## src/rtl/adc_seq_pkg.sv

```systemverilog
// Purpose: shared constants for the converter sequencer control block
// Assumes: APB slave, 32-bit data, one register per aligned word
// Notes: offsets and field positions are used by the top and its helpers
package adc_seq_pkg;
    // register byte offsets
    localparam logic [7:0] OFF_CTRL0 = 8'h00; // power, start, busy, channel
    localparam logic [7:0] OFF_CTRL1 = 8'h04; // divider, internal source
    localparam logic [7:0] OFF_TRIG = 8'h08; // trigger source, format, compare enables
    localparam logic [7:0] OFF_HLIM = 8'h0C; // high boundary, 12 bits
    localparam logic [7:0] OFF_LLIM = 8'h10; // low boundary, 12 bits
    localparam logic [7:0] OFF_RESULT = 8'h14; // aligned result, two bytes
    localparam logic [7:0] OFF_STATUS = 8'h18; // done and compare flags, write one clears
    // control0 fields
    localparam int CH_LSB = 0; // external channel select [3:0]
    localparam int START_BIT = 4; // software start bit
    localparam int PWR_BIT = 5; // power enable
    localparam int BUSY_BIT = 6; // busy flag, read only
    // control1 fields
    localparam int DIV_LSB = 0; // divider select [2:0]
    localparam int SRC_LSB = 4; // internal source select [6:4]
    // trigger control fields
    localparam int TSRC_BIT = 0; // 1 selects pwm trigger path
    localparam int ALIGN_BIT = 1; // 1 right aligned
    localparam int LCMP_BIT = 2; // low boundary compare enable
    localparam int HCMP_BIT = 3; // high boundary compare enable
    // status fields
    localparam int DONE_BIT = 0; // conversion end request
    localparam int CMP_BIT = 1; // boundary exceeded request
    // sequence lengths in converter clock periods
    localparam int SAMPLE_CYCLES = 4;
    localparam int CONVERT_CYCLES = 12;
    // mux codes
    localparam logic [2:0] SRC_AMP = 3'h1;
    localparam logic [2:0] SRC_GND_A = 3'h2;
    localparam logic [2:0] SRC_GND_B = 3'h3;
    localparam logic [3:0] CH_FLOAT_A = 4'hE;
    localparam logic [3:0] CH_FLOAT_B = 4'hF;
    // input select one-hot: 14 external lines, amp, ground
    localparam int NUM_EXT = 14;
    localparam int SEL_AMP = 14;
    localparam int SEL_GND = 15;
endpackage

```

## src/rtl/conv_clk_div.sv

```systemverilog
// Purpose: converter clock enable from the system clock
// Assumes: one pulse every 2**sel system cycles while running
// Notes: sel 0 gives an enable every cycle
`timescale 1ns/100ps
`default_nettype none
module conv_clk_div #(
    parameter int WIDTH = 7
) (
    input wire logic pclk,
    input wire logic presetn,
    input wire logic run,
    input wire logic [2:0] sel,
    output logic tick
);
    logic [WIDTH-1:0] cnt_reg; // free count within a period
    logic [WIDTH-1:0] mask; // low bits that must all be ones
    assign mask = WIDTH'((8'h01 << sel) - 8'h01);
    // restart on idle so every conversion sees full periods
    always_ff @(posedge pclk or negedge presetn) begin
        if (!presetn) begin
            cnt_reg <= '0;
        end else if (!run) begin
            cnt_reg <= '0;
        end else begin
            cnt_reg <= cnt_reg + WIDTH'(1);
        end
    end
    assign tick = run && ((cnt_reg & mask) == mask);
endmodule
`default_nettype wire

```

## src/rtl/input_mux_sel.sv

```systemverilog
// Purpose: decode of the converter input selection
// Assumes: one-hot switch controls, all zero means floating input
// Notes: reserved channel codes connect nothing
`timescale 1ns/100ps
`default_nettype none
module input_mux_sel (
    input wire logic [2:0] src,
    input wire logic [3:0] ch,
    output logic [15:0] sel
);
    logic ext_mode; // external channel routing active
    logic ch_ok; // channel code names a real input
    assign ext_mode = !(src == adc_seq_pkg::SRC_AMP || src == adc_seq_pkg::SRC_GND_A
                        || src == adc_seq_pkg::SRC_GND_B);
    // codes 0..7, 9, 12, 13 exist; 8,10,11 reserved; 14,15 float
    assign ch_ok = (ch <= 4'h7) || (ch == 4'h9) || (ch == 4'hC) || (ch == 4'hD);
    always_comb begin
        sel = 16'h0000;
        if (ext_mode && ch_ok) begin
            sel[ch] = 1'b1;
        end
        if (src == adc_seq_pkg::SRC_AMP) begin
            sel[adc_seq_pkg::SEL_AMP] = 1'b1;
        end
        if (src == adc_seq_pkg::SRC_GND_A || src == adc_seq_pkg::SRC_GND_B) begin
            sel[adc_seq_pkg::SEL_GND] = 1'b1;
        end
    end
endmodule
`default_nettype wire

```

## src/rtl/adc_sequencer_control.sv

```systemverilog
// Purpose: apb control of a 12-bit converter: clock, power, mux, sequence, limits
// Assumes: analog core takes sample/convert strobes and returns a 12-bit code
// Notes: one clock domain; only the pwm trigger input is synchronised here
//
// Local design decisions: the APB slave port and the register addresses.
`timescale 1ns/100ps
`default_nettype none
module adc_sequencer_control #(
    parameter int DATA_BITS = 12
) (
    input wire logic pclk,
    input wire logic presetn,
    input wire logic psel,
    input wire logic penable,
    input wire logic pwrite,
    input wire logic [7:0] paddr,
    input wire logic [31:0] pwdata,
    output logic [31:0] prdata,
    output logic pready,
    output logic pslverr,
    input wire logic pwm_trigger,
    input wire logic [DATA_BITS-1:0] conv_data,
    input wire logic [13:0] pin_function_sel_reg,
    output logic conv_power_enable,
    output logic [15:0] input_switch,
    output logic sample_strobe,
    output logic convert_strobe,
    output logic [13:0] pin_digital_disable,
    output logic conv_done_irq,
    output logic compare_irq
);
    // sequencer states
    typedef enum logic [2:0] {
        ST_IDLE = 3'b001,
        ST_SAMPLE = 3'b010,
        ST_CONVERT = 3'b100
    } seq_state_e;

    // software registers
    logic [6:0] conv_control_reg0; // channel, start, power
    logic [6:0] conv_control_reg1; // divider, internal source
    logic [3:0] conv_trigger_ctrl_reg; // trigger, align, compare enables
    logic [DATA_BITS-1:0] high_limit_reg; // high boundary word
    logic [DATA_BITS-1:0] low_limit_reg; // low boundary word
    logic [DATA_BITS-1:0] result_reg; // last raw result
    logic done_flag_reg; // conversion end request
    logic cmp_flag_reg; // boundary exceeded request
    logic conv_busy_flag; // conversion in progress
    seq_state_e state_reg, state_next;
    logic [3:0] phase_cnt_reg, phase_cnt_next; // converter periods left in phase, less one
    logic start_prev_reg; // start bit last cycle
    logic pwm_meta_reg, pwm_sync_reg, pwm_prev_reg; // trigger synchroniser
    logic [31:0] prdata_reg; // read data held after access
    logic pready_reg, pslverr_reg;
    logic power_reg; // power output flop
    logic [15:0] switch_reg; // mux output flops
    logic sample_reg, convert_reg; // strobe output flops
    logic [13:0] pin_dis_reg; // pin override flops

    // decoded fields
    logic [3:0] ext_channel_sel;
    logic [2:0] internal_source_sel;
    logic [2:0] conv_clock_div_sel;
    logic start_bit, trigger_source_sel, result_align_sel;
    logic low_limit_cmp_enable, high_limit_cmp_enable;
    assign ext_channel_sel = conv_control_reg0[adc_seq_pkg::CH_LSB +: 4];
    assign start_bit = conv_control_reg0[adc_seq_pkg::START_BIT];
    assign conv_power_enable = power_reg;
    assign conv_clock_div_sel = conv_control_reg1[adc_seq_pkg::DIV_LSB +: 3];
    assign internal_source_sel = conv_control_reg1[adc_seq_pkg::SRC_LSB +: 3];
    assign trigger_source_sel = conv_trigger_ctrl_reg[adc_seq_pkg::TSRC_BIT];
    assign result_align_sel = conv_trigger_ctrl_reg[adc_seq_pkg::ALIGN_BIT];
    assign low_limit_cmp_enable = conv_trigger_ctrl_reg[adc_seq_pkg::LCMP_BIT];
    assign high_limit_cmp_enable = conv_trigger_ctrl_reg[adc_seq_pkg::HCMP_BIT];

    // apb decode: no wait states, unmapped access gets an error
    logic access, wr_en, rd_en, addr_ok;
    assign access = psel && penable;
    assign addr_ok = (paddr <= adc_seq_pkg::OFF_STATUS) && (paddr[1:0] == 2'b00);
    assign wr_en = access && pwrite && addr_ok;
    // read data is latched in the setup cycle so it already stands at the access edge
    assign rd_en = psel && !penable && !pwrite && addr_ok;
    logic wr_ctrl0, wr_ctrl1, wr_trig, wr_hlim, wr_llim, wr_stat;
    assign wr_ctrl0 = wr_en && paddr == adc_seq_pkg::OFF_CTRL0;
    assign wr_ctrl1 = wr_en && paddr == adc_seq_pkg::OFF_CTRL1;
    assign wr_trig = wr_en && paddr == adc_seq_pkg::OFF_TRIG;
    assign wr_hlim = wr_en && paddr == adc_seq_pkg::OFF_HLIM;
    assign wr_llim = wr_en && paddr == adc_seq_pkg::OFF_LLIM;
    assign wr_stat = wr_en && paddr == adc_seq_pkg::OFF_STATUS;

    // aligned result: left keeps low nibble zero, right keeps top nibble zero
    logic [15:0] result_aligned;
    assign result_aligned = result_align_sel ? {4'h0, result_reg}
                                             : {result_reg, 4'h0};

    // read mux
    logic [31:0] rd_mux;
    always_comb begin
        rd_mux = 32'h00000000;
        case (paddr)
            adc_seq_pkg::OFF_CTRL0: rd_mux = {25'h0, conv_busy_flag, conv_control_reg0[5:0]};
            adc_seq_pkg::OFF_CTRL1: rd_mux = {25'h0, conv_control_reg1};
            adc_seq_pkg::OFF_TRIG: rd_mux = {28'h0, conv_trigger_ctrl_reg};
            adc_seq_pkg::OFF_HLIM: rd_mux = {20'h0, high_limit_reg};
            adc_seq_pkg::OFF_LLIM: rd_mux = {20'h0, low_limit_reg};
            adc_seq_pkg::OFF_RESULT: rd_mux = {16'h0, result_aligned};
            adc_seq_pkg::OFF_STATUS: rd_mux = {30'h0, cmp_flag_reg, done_flag_reg};
            default: rd_mux = 32'h00000000;
        endcase
    end

    // bus response flops
    always_ff @(posedge pclk or negedge presetn) begin
        if (!presetn) begin
            prdata_reg <= 32'h00000000;
            pready_reg <= 1'b0;
            pslverr_reg <= 1'b0;
        end else begin
            if (rd_en) begin
                prdata_reg <= rd_mux;
            end
            pready_reg <= 1'b1; // always ready, zero wait
            pslverr_reg <= psel && !penable && !addr_ok; // flagged for the access phase
        end
    end
    assign prdata = prdata_reg;
    assign pready = pready_reg;
    // the flop is high only in the cycle after setup, so no gating is needed
    assign pslverr = pslverr_reg;

    // writable configuration registers
    always_ff @(posedge pclk or negedge presetn) begin
        if (!presetn) begin
            conv_control_reg0 <= 7'h00;
            conv_control_reg1 <= 7'h00;
            conv_trigger_ctrl_reg <= 4'h0;
            high_limit_reg <= '0;
            low_limit_reg <= '0;
        end else begin
            if (wr_ctrl0) begin
                conv_control_reg0 <= {1'b0, pwdata[5:0]};
            end
            if (wr_ctrl1) begin
                conv_control_reg1 <= pwdata[6:0];
            end
            if (wr_trig) begin
                conv_trigger_ctrl_reg <= pwdata[3:0];
            end
            if (wr_hlim) begin
                high_limit_reg <= pwdata[DATA_BITS-1:0];
            end
            if (wr_llim) begin
                low_limit_reg <= pwdata[DATA_BITS-1:0];
            end
        end
    end

    // pwm trigger crosses in from outside: two flops before any use
    always_ff @(posedge pclk or negedge presetn) begin
        if (!presetn) begin
            pwm_meta_reg <= 1'b0;
            pwm_sync_reg <= 1'b0;
            pwm_prev_reg <= 1'b0;
            start_prev_reg <= 1'b0;
        end else begin
            pwm_meta_reg <= pwm_trigger;
            pwm_sync_reg <= pwm_meta_reg;
            pwm_prev_reg <= pwm_sync_reg;
            start_prev_reg <= start_bit;
        end
    end

    // start on the falling edge of the start pulse, so low-high-low is one start
    logic sw_start, pwm_start, start_req, powered;
    assign powered = conv_control_reg0[adc_seq_pkg::PWR_BIT];
    assign sw_start = !trigger_source_sel && start_prev_reg && !start_bit;
    assign pwm_start = trigger_source_sel && pwm_sync_reg && !pwm_prev_reg;
    // a start while busy or unpowered is ignored
    assign start_req = powered && (state_reg == ST_IDLE) && (sw_start || pwm_start);

    // converter clock enable; runs only during a conversion
    logic conv_tick, running;
    assign running = (state_reg != ST_IDLE);
    conv_clk_div #(
        .WIDTH(7)
    ) u_div (
        .pclk(pclk),
        .presetn(presetn),
        .run(running),
        .sel(conv_clock_div_sel),
        .tick(conv_tick)
    );

    // sequence: counts converter periods, never system cycles
    logic conv_end;
    always_comb begin
        state_next = state_reg;
        phase_cnt_next = phase_cnt_reg;
        conv_end = 1'b0;
        case (state_reg)
            ST_IDLE: begin
                if (start_req) begin
                    state_next = ST_SAMPLE;
                    phase_cnt_next = 4'(adc_seq_pkg::SAMPLE_CYCLES - 1);
                end
            end
            ST_SAMPLE: begin
                if (!powered) begin
                    state_next = ST_IDLE; // power loss aborts
                end else if (conv_tick) begin
                    if (phase_cnt_reg == 4'h0) begin
                        state_next = ST_CONVERT;
                        phase_cnt_next = 4'(adc_seq_pkg::CONVERT_CYCLES - 1);
                    end else begin
                        phase_cnt_next = phase_cnt_reg - 4'h1;
                    end
                end
            end
            ST_CONVERT: begin
                if (!powered) begin
                    state_next = ST_IDLE;
                end else if (conv_tick) begin
                    if (phase_cnt_reg == 4'h0) begin
                        state_next = ST_IDLE;
                        conv_end = 1'b1;
                    end else begin
                        phase_cnt_next = phase_cnt_reg - 4'h1;
                    end
                end
            end
            default: begin
                state_next = ST_IDLE;
            end
        endcase
    end

    always_ff @(posedge pclk or negedge presetn) begin
        if (!presetn) begin
            state_reg <= ST_IDLE;
            phase_cnt_reg <= 4'h0;
        end else begin
            state_reg <= state_next;
            phase_cnt_reg <= phase_cnt_next;
        end
    end
    assign conv_busy_flag = running;

    // boundary checks against the fresh sample
    logic over_high, under_low, cmp_hit;
    assign over_high = high_limit_cmp_enable && (conv_data > high_limit_reg);
    assign under_low = low_limit_cmp_enable && (conv_data < low_limit_reg);
    assign cmp_hit = conv_end && (over_high || under_low);

    // result capture and request flags; a set beats a same-cycle clear
    always_ff @(posedge pclk or negedge presetn) begin
        if (!presetn) begin
            result_reg <= '0;
            done_flag_reg <= 1'b0;
            cmp_flag_reg <= 1'b0;
        end else begin
            if (conv_end) begin
                result_reg <= conv_data;
            end
            done_flag_reg <= conv_end ||
                (done_flag_reg && !(wr_stat && pwdata[adc_seq_pkg::DONE_BIT]));
            cmp_flag_reg <= cmp_hit ||
                (cmp_flag_reg && !(wr_stat && pwdata[adc_seq_pkg::CMP_BIT]));
        end
    end

    // analog side outputs, all registered
    logic [15:0] switch_next;
    input_mux_sel u_mux (
        .src(internal_source_sel),
        .ch(ext_channel_sel),
        .sel(switch_next)
    );
    always_ff @(posedge pclk or negedge presetn) begin
        if (!presetn) begin
            power_reg <= 1'b0;
            switch_reg <= 16'h0000;
            sample_reg <= 1'b0;
            convert_reg <= 1'b0;
            pin_dis_reg <= 14'h0000;
        end else begin
            power_reg <= powered;
            switch_reg <= powered ? switch_next : 16'h0000;
            sample_reg <= (state_next == ST_SAMPLE);
            convert_reg <= (state_next == ST_CONVERT);
            pin_dis_reg <= pin_function_sel_reg;
        end
    end
    assign input_switch = switch_reg;
    assign sample_strobe = sample_reg;
    assign convert_strobe = convert_reg;
    assign pin_digital_disable = pin_dis_reg;
    assign conv_done_irq = done_flag_reg;
    assign compare_irq = cmp_flag_reg;

    // checks
    a_busy_start: assert property (@(posedge pclk) disable iff (!presetn)
        start_req |=> conv_busy_flag) else $error("busy not set after start");
    a_done_end: assert property (@(posedge pclk) disable iff (!presetn)
        conv_end |=> done_flag_reg && !conv_busy_flag) else $error("end not flagged");
    a_power_off: assert property (@(posedge pclk) disable iff (!presetn)
        !powered |=> !conv_power_enable) else $error("power stays on");
    a_amp_route: assert property (@(posedge pclk) disable iff (!presetn)
        powered && internal_source_sel == adc_seq_pkg::SRC_AMP |=> input_switch == 16'h4000)
        else $error("amp route wrong");
    a_gnd_route: assert property (@(posedge pclk) disable iff (!presetn)
        powered && internal_source_sel[2:1] == 2'b01 |=> input_switch == 16'h8000)
        else $error("ground route wrong");
    a_float_route: assert property (@(posedge pclk) disable iff (!presetn)
        ext_channel_sel >= adc_seq_pkg::CH_FLOAT_A && internal_source_sel == 3'h0
        |=> input_switch == 16'h0000) else $error("floating code routed");
    a_sample_len: assert property (@(posedge pclk) disable iff (!presetn)
        conv_clock_div_sel == 3'h0 && powered && start_req |=> sample_strobe [*4] ##1 convert_strobe)
        else $error("sample phase length wrong");
    a_left_align: assert property (@(posedge pclk) disable iff (!presetn)
        !result_align_sel |-> result_aligned[3:0] == 4'h0) else $error("left align low bits");
    a_cmp_high: assert property (@(posedge pclk) disable iff (!presetn)
        conv_end && over_high |=> compare_irq) else $error("high bound missed");
    c_sw_conv: cover property (@(posedge pclk) sw_start && start_req);
    c_pwm_conv: cover property (@(posedge pclk) pwm_start && start_req);
    c_cmp: cover property (@(posedge pclk) cmp_hit);
endmodule
`default_nettype wire

```

## config.mk

```make
export PLATFORM = sky130hd
export DESIGN_NAME = adc_sequencer_control
export DESIGN_NICKNAME = d
export VERILOG_FILES = /design/src/rtl/adc_seq_pkg.sv /design/src/rtl/conv_clk_div.sv /design/src/rtl/input_mux_sel.sv /design/src/rtl/adc_sequencer_control.sv
export SDC_FILE = /design/constraint.sdc
export NUM_CORES = 1
export LEC_CHECK = 0
export BUFFER_PORTS_ARGS = -buffer_cell sky130_fd_sc_hd__buf_4
export CORE_MARGIN = 1.5
export CORE_UTILIZATION = 49
export CTS_CLUSTER_SIZE = 16
export DETAILED_ROUTE_END_ITERATION = 8
export HOLD_SLACK_MARGIN = 0.15
export PLACE_DENSITY = 0.86
export SLEW_MARGIN = 20
export SYNTH_ARGS = -nofsm -noshare
export SYNTH_HDL_FRONTEND = slang
export SYNTH_SLANG_ARGS = --single-unit
```

## constraint.sdc

```tcl
create_clock -name pclk -period 2.37 [get_ports pclk]
set_input_delay 0.3555 -clock pclk [delete_from_list [all_inputs] [get_ports pclk]]
set_output_delay 0.3555 -clock pclk [all_outputs]
set_load 0.02 [all_outputs]
```

---- After elaboration in Yosys (flattened, before gate mapping) ----
Index checks and enable logic that the tools add are counted.
storage, ports and cells
  input bits .............................. 72
  output and inout bits ................... 69
  logic and storage cells ................. 142
  flip-flop bits (word level) ............. 140
operators by class
  reductions and logical operators ........ 54
  shift operators ......................... 1
  add/sub/neg operators ................... 3
  order comparisons ....................... 6
  eq/ne operators ......................... 25
  bitwise operators ....................... 1
  muxes and demuxes ....................... 29
operators by type and width
  operator                                                         number
  case mux 16 bit (7 select lines)                                 1
  two-way mux 16 bit                                               3
  logical AND 1 bit                                                30
  two-way mux 4 bit                                                7
  equality test 8 x 5 -> 1 bit (second input constant)             3
  two-way mux 3 bit                                                7
  equality test 8 x 4 -> 1 bit (second input constant)             2
  equality test 3 x 2 -> 1 bit (second input constant)             4
  equality test 4 bit (second input constant)                      3
  > comparator 12 bit                                              1
  < comparator 12 bit                                              1
  != test 2 bit (second input constant)                            6
  case mux 4 bit (3 select lines)                                  1
  logical OR 1 bit                                                 10
  logical NOT 1 bit                                                9
  case mux 3 bit (3 select lines)                                  1
  equality test 8 x 3 -> 1 bit (second input constant)             1
  less-or-equal comparator 8 x 5 -> 1 bit (second input constant)  1
  logical NOT 8 bit                                                1
  adder 7 x 1 -> 7 bit (second input constant)                     1
  bitwise AND 7 bit                                                1
  equality test 7 bit                                              1
  two-way mux 1 bit                                                7
  two-way mux 7 bit                                                1
  14 further kinds                                                 16

---- Depth between registers and ports, before layout ----
  depth after elaboration ................. 10
  depth in mapped cells ................... 9

---- Cells and area by module ----
From an unflattened synthesis, not the netlist that was laid out.
unflattened totals
  cells, all modules ...................... 530
  area total of the unflattened synthesis .. 5983.2 µm²
modules (own cells, without submodules)
  module                 area an instance (µm²)  cells each  times used  seq. area each (µm²)
  adc_sequencer_control  5460.2                  468         1           2929.1
  conv_clk_div           360.3                   37          1           175.2
  input_mux_sel          162.7                   25          1           0.0

---- Least setup slack after synthesis ----
No wires, ideal clock.
  path type ............................... in2reg
  start ................................... in paddr[7]
  end ..................................... reg conv_control_reg0[0]
  arrival ................................. 2243 ps
  path buffers ............................ 1
  stages .................................. 7
  setup time .............................. 125 ps
  slack ................................... 2 ps
  cell sequence ........................... or4_4 -> or2_1 -> buf_2 -> a311oi_4 -> nand2_1 -> nor2_2 -> mux2_2
between the ends
  cells in the longest elaborated chain, start to end .. 4
  elaborated cells between the ends (all ways) .. 5
RTL lines
  item                                     RTL line                      RTL
  from (decl)                              adc_sequencer_control.sv:16   input wire logic [7:0] paddr,
  less-or-equal comparator 8 x 5 -> 1 bit  adc_sequencer_control.sv:79   assign addr_ok = (paddr <= adc_seq_pkg::OFF_STATUS) && (paddr[1:0] == 2'b00);
  logical AND 1 bit                        adc_sequencer_control.sv:79
  logical AND 1 bit                        adc_sequencer_control.sv:80   assign wr_en = access && pwrite && addr_ok;
  logical AND 1 bit *                      adc_sequencer_control.sv:84   assign wr_ctrl0 = wr_en && paddr == adc_seq_pkg::OFF_CTRL0;
  to (signal assigned)                     adc_sequencer_control.sv:141  conv_control_reg0 <= {1'b0, pwdata[5:0]};
  to (decl)                                adc_sequencer_control.sv:40   logic [6:0] conv_control_reg0;
Mark *: on every way between the ends. The rest lies on a longest branch, timed or not.
A chain may end at the register's enable or synchronous reset.

---- Worst setup path after layout ----
  start ................................... reg u_div.cnt_reg[5]
  end ..................................... reg phase_cnt_reg[1]
between the ends
  cells in the longest elaborated chain, start to end .. 5
  elaborated cells between the ends (all ways) .. 6
RTL lines
  item                                    RTL line                      RTL
  from (decl)                             conv_clk_div.sv:15            logic [WIDTH-1:0] cnt_reg;
  from (signal assigned)                  conv_clk_div.sv:25            cnt_reg <= cnt_reg + WIDTH'(1);
  bitwise AND 7 bit *                     conv_clk_div.sv:28            assign tick = run && ((cnt_reg & mask) == mask);
  equality test 7 bit *                   conv_clk_div.sv:28
  logical AND 1 bit *                     conv_clk_div.sv:28
  != test 2 bit (no source line)          n/a
  AND reduction 7 bit (no source line) *  n/a
  to (signal assigned)                    adc_sequencer_control.sv:243  phase_cnt_reg <= phase_cnt_next;
  to (decl)                               adc_sequencer_control.sv:50   logic [3:0] phase_cnt_reg, phase_cnt_next;
Marks and branches as above.

==> PnR_summary.wiki <==
{| class="wikitable"
! Metric !! Value
|-
| Result of the run || finished, final reports clean
|-
| Vias in the first global route || 4807
|-
| Timing-limited maximum frequency || 444 MHz
|-
| Final min period || 2250 ps
|-
| Critical path fanouts, max || 4
|-
| Maximum number of pins on one net before global-route repair || 51
|-
| Min-delay worst type || in2reg
|-
| Worst rel slew slack || 0.511
|-
| Total design power || 0.00538 W
|-
| Total half-perimeter wirelength after legalization and detailed placement || 10.6 mm
|-
| Row count || 39
|-
| Dominant cell type by area after synthesis || dfrtp_1
|-
| Max Slew Vio Count || 0
|-
| Sinks on Clock Net || 124
|-
| Total I/O pin count || 141
|-
| Synth Register Bits || 124
|-
| Buffers on Ports || 104
|-
| Mapped cell area || 0.00585 sq mm
|-
| Ratio of cells with drive above 1 in the final layout || 0.338
|-
| Routed wire length on met2 || 7.49 mm
|-
| Number of warning messages in the yosys log || 0
|-
| Uppermost metal layer occupied by signal nets || met4
|-
| TritonCTS clock tree || built
|-
| First-pass detailed-route iteration total || 7
|-
| Areal power density over the cells || 694 mW/mm^2
|-
| Die outline area || 0.0126 sq mm
|-
| Standard cell core area || 0.0115 sq mm
|-
| Fin Clk Skew || 8.14 ps
|-
| Via total after detailed routing || 4673
|-
| Initial antenna violation count || 0
|-
| Total congestion overflow after global routing || 0
|-
| Number of antenna repair diodes || 0
|-
| Clk pin slew, worst setup/hold paths || 50 ps
|-
| Worst-case clock buffer depth || 2
|-
| Drt first-iter violations || 312
|-
| Routed len/inst || 18.3 um
|-
| Number of levels the H-tree was split into || 4
|-
| Overall routing resource usage || 0.251
|-
| Number of design rule violations left after detail routing || 0
|-
| Floorplan die height || 112 um
|-
| Number of instances in the synthesized netlist || 508
|-
| Global-route wire length before repair || 24.2 mm
|-
| Pre-CTS setup slack || -87.1 ps
|-
| Endpoint type of the worst setup path || flip-flop
|-
| Combined area of the multi-input logic cells || 0.00250 sq mm
|-
| Number of max-cap violations || 0
|-
| CTS Buf Count || 17
|-
| Clock latency at the later pin of the worst-skew pair || 420 ps
|-
| Tightest Pin Transition || 715 ps
|-
| Worst EP required || 2640 ps
|-
| Post-layout net count || 758
|-
| Arrival time at the worst endpoint || 2520 ps
|-
| Buffer type at the clock tree root || clkbuf_16
|-
| List of cells traversed by the critical path || nand2_1 -> a21o_1 -> a221o_1 -> or2_2 -> a2111oi_0 -> a22oi_1
|-
| PostCTS Resize Cnt || 0
|-
| Setup-violating endpoint count in the final report || 0
|-
| Area occupied by registers || 0.00310 sq mm
|-
| Setup Fix Bufs, Post-CTS || 0
|-
| Count of unique library cells instantiated by Yosys || 61
|-
| RSZ-0062 raised after global routing || no
|-
| Filler cell count in the final layout || 846
|-
| Leakage power of the design || 3.66 nW
|-
| Hold Vio Cnt, Final || 0
|-
| Number of nets with antenna violations after detailed routing || 0
|-
| Leading post-synthesis cells by cell area || dfrtp_1, mux2_2, ha_1, o21ai_0, buf_4
|-
| Via density || 5.72
|-
| Async set or reset register ratio after synthesis || 1.00
|-
| Final Wtd Congestion || 0.934
|-
| Top-area cell type share of the netlist area || 0.527
|-
| Crit-path slowest cell || a2111oi_0
|-
| Layout overhead on the synthesized area || 32.4%
|-
| Starting density of the core || 0.508
|-
| Number of enable-type register cells in the synthesized netlist || 0
|-
| Routed metal-1 wire length || 5.98 mm
|-
| Total wire length after detailed routing || 14.9 mm
|-
| Most instantiated flip-flop cell in the synthesis netlist || dfrtp_1
|-
| Critical path's largest stage delay || 590 ps
|-
| Critical path start-end classification || reg2reg
|-
| Smallest setup slack after layout || 118 ps
|-
| Finished Core Util || 0.672
|-
| Register area share after synthesis || 0.531
|-
| X dimension of the die || 112 um
|-
| IR Drop Worst-Case VDD || 0.000532 V
|-
| Critical path launch point type || flip-flop
|-
| Post-synthesis area per instance || 11.5 sq um
|-
| Portion of the clock cycle consumed by the worst path in the final layout || 0.950
|-
| Routed length on met3 || 871 um
|}
-- report_power, final --
group / switching (W) / internal (W) / total, W / leakage (nW)
registers: 0.00000889 / 0.00214 / 0.00215 / 1.68
clock network: 0.000924 / 0.00199 / 0.00291 / 0.316
logic: 0.000179 / 0.000133 / 0.000312 / 1.67
-- layer usage --
metal / up-vias / track usage
met5: - / 0
met4: 0 / 0.140
met3: 49 / 0.0664
met2: 220 / 0.418
met1: 2315 / 0.298
li1: 2089 / -
-- cell type report --
class | instances | area share
flip-flops and latches | 124 | 0.401
multi-input cells | 339 | 0.323
well taps | 143 | 0.0231
clock inverters | 12 | 0.0281
clock buffers | 20 | 0.0577
inverters | 31 | 0.0150
repair buffers | 148 | 0.152
-- synth_stat cells (2+ instances only) --
cell      number
a211oi_1       4
a21o_1         8
a21oi_1       17
a221oi_1       9
a22o_1         8
a22oi_1        6
a31oi_1        4
buf_2          3
buf_4         16
clkbuf_1      11
conb_1         2
dfrtp_1      123
ha_1          25
inv_1         31
mux2_2        56
mux2i_1       10
nand2_1       29
nand2b_1       7
nand3_1        8
nand3b_1       5
nand4_1        6
nor2_1        29
nor2b_1        8
nor3_1        10
nor3b_1        4
nor4_1         2
nor4b_1        2
o21ai_0       25
o31ai_1        2
o32ai_1        2
or3_1          5
xnor2_1        2
-- what timing repair did --
item | 4_1_cts | 5_1_grt
setup endpoints to repair | 0 | 12
hold endpoints to repair | 61 | 0
hold buffers | 16 | 0
-- cell families after synthesis --
kind of cell,after synthesis,synth area share
xor gates and xnor gates,3,0.00450
and+or+nand+nor,127,0.116
buffers and inverters,63,0.0527
adders and majority gates,25,0.0535
AOI/OAI and AO/OA,98,0.116
muxes,66,0.125
other,2,0.00128
DFF,124,0.531
-- path summary, 6_finish.rpt --
check / startpoint / cells past startpoint / slack, ps / end
max reg2reg: u_div.cnt_reg[5] / 6 / 120 / phase_cnt_reg[1]
min in group asynchronous: presetn / 2 / 490 / result_reg[10]
min: pwdata[11] / 2 / 170 / low_limit_reg[11]
min reg2reg: pwm_meta_reg / 0 / 350 / pwm_sync_reg
max: u_div.cnt_reg[5] / 6 / 120 / phase_cnt_reg[1]
max in group asynchronous: presetn / 3 / 1150 / state_reg[0]
-- layout by cell type (no fill, tap or decap), types with 9 or more instances in the layout --
master / n
buf_4: 130
dfrtp_1: 123
mux2_2: 56
inv_1: 31
nor2_1: 29
nand2_1: 29
o21ai_0: 25
ha_1: 25
conb_1: 20
a21oi_1: 17
clkbuf_16: 17
dlygate4sd3_1: 16
nor3_1: 10
mux2i_1: 10
a221oi_1: 9
-- per-stage QoR --
stage	instance area (sq um)	hold WS [ps]	cells	setup TNS, ps
after floorplan	5910	59.9	526	0
final	7740	173	817	0
after global placement	6920	344	769	-1320
after CTS	7740	162	817	0
after global routing	7740	172	817	0
after detailed placement	6920	343	769	-1900
-- critical path, delay by kind of cell, from the launching register on --
kind	cells	cell delay (ps)
AOI/OAI and AO/OA	4	1300
DFF	1	360
and+or+nand+nor	2	440
(Power assumes the default switching activity.)
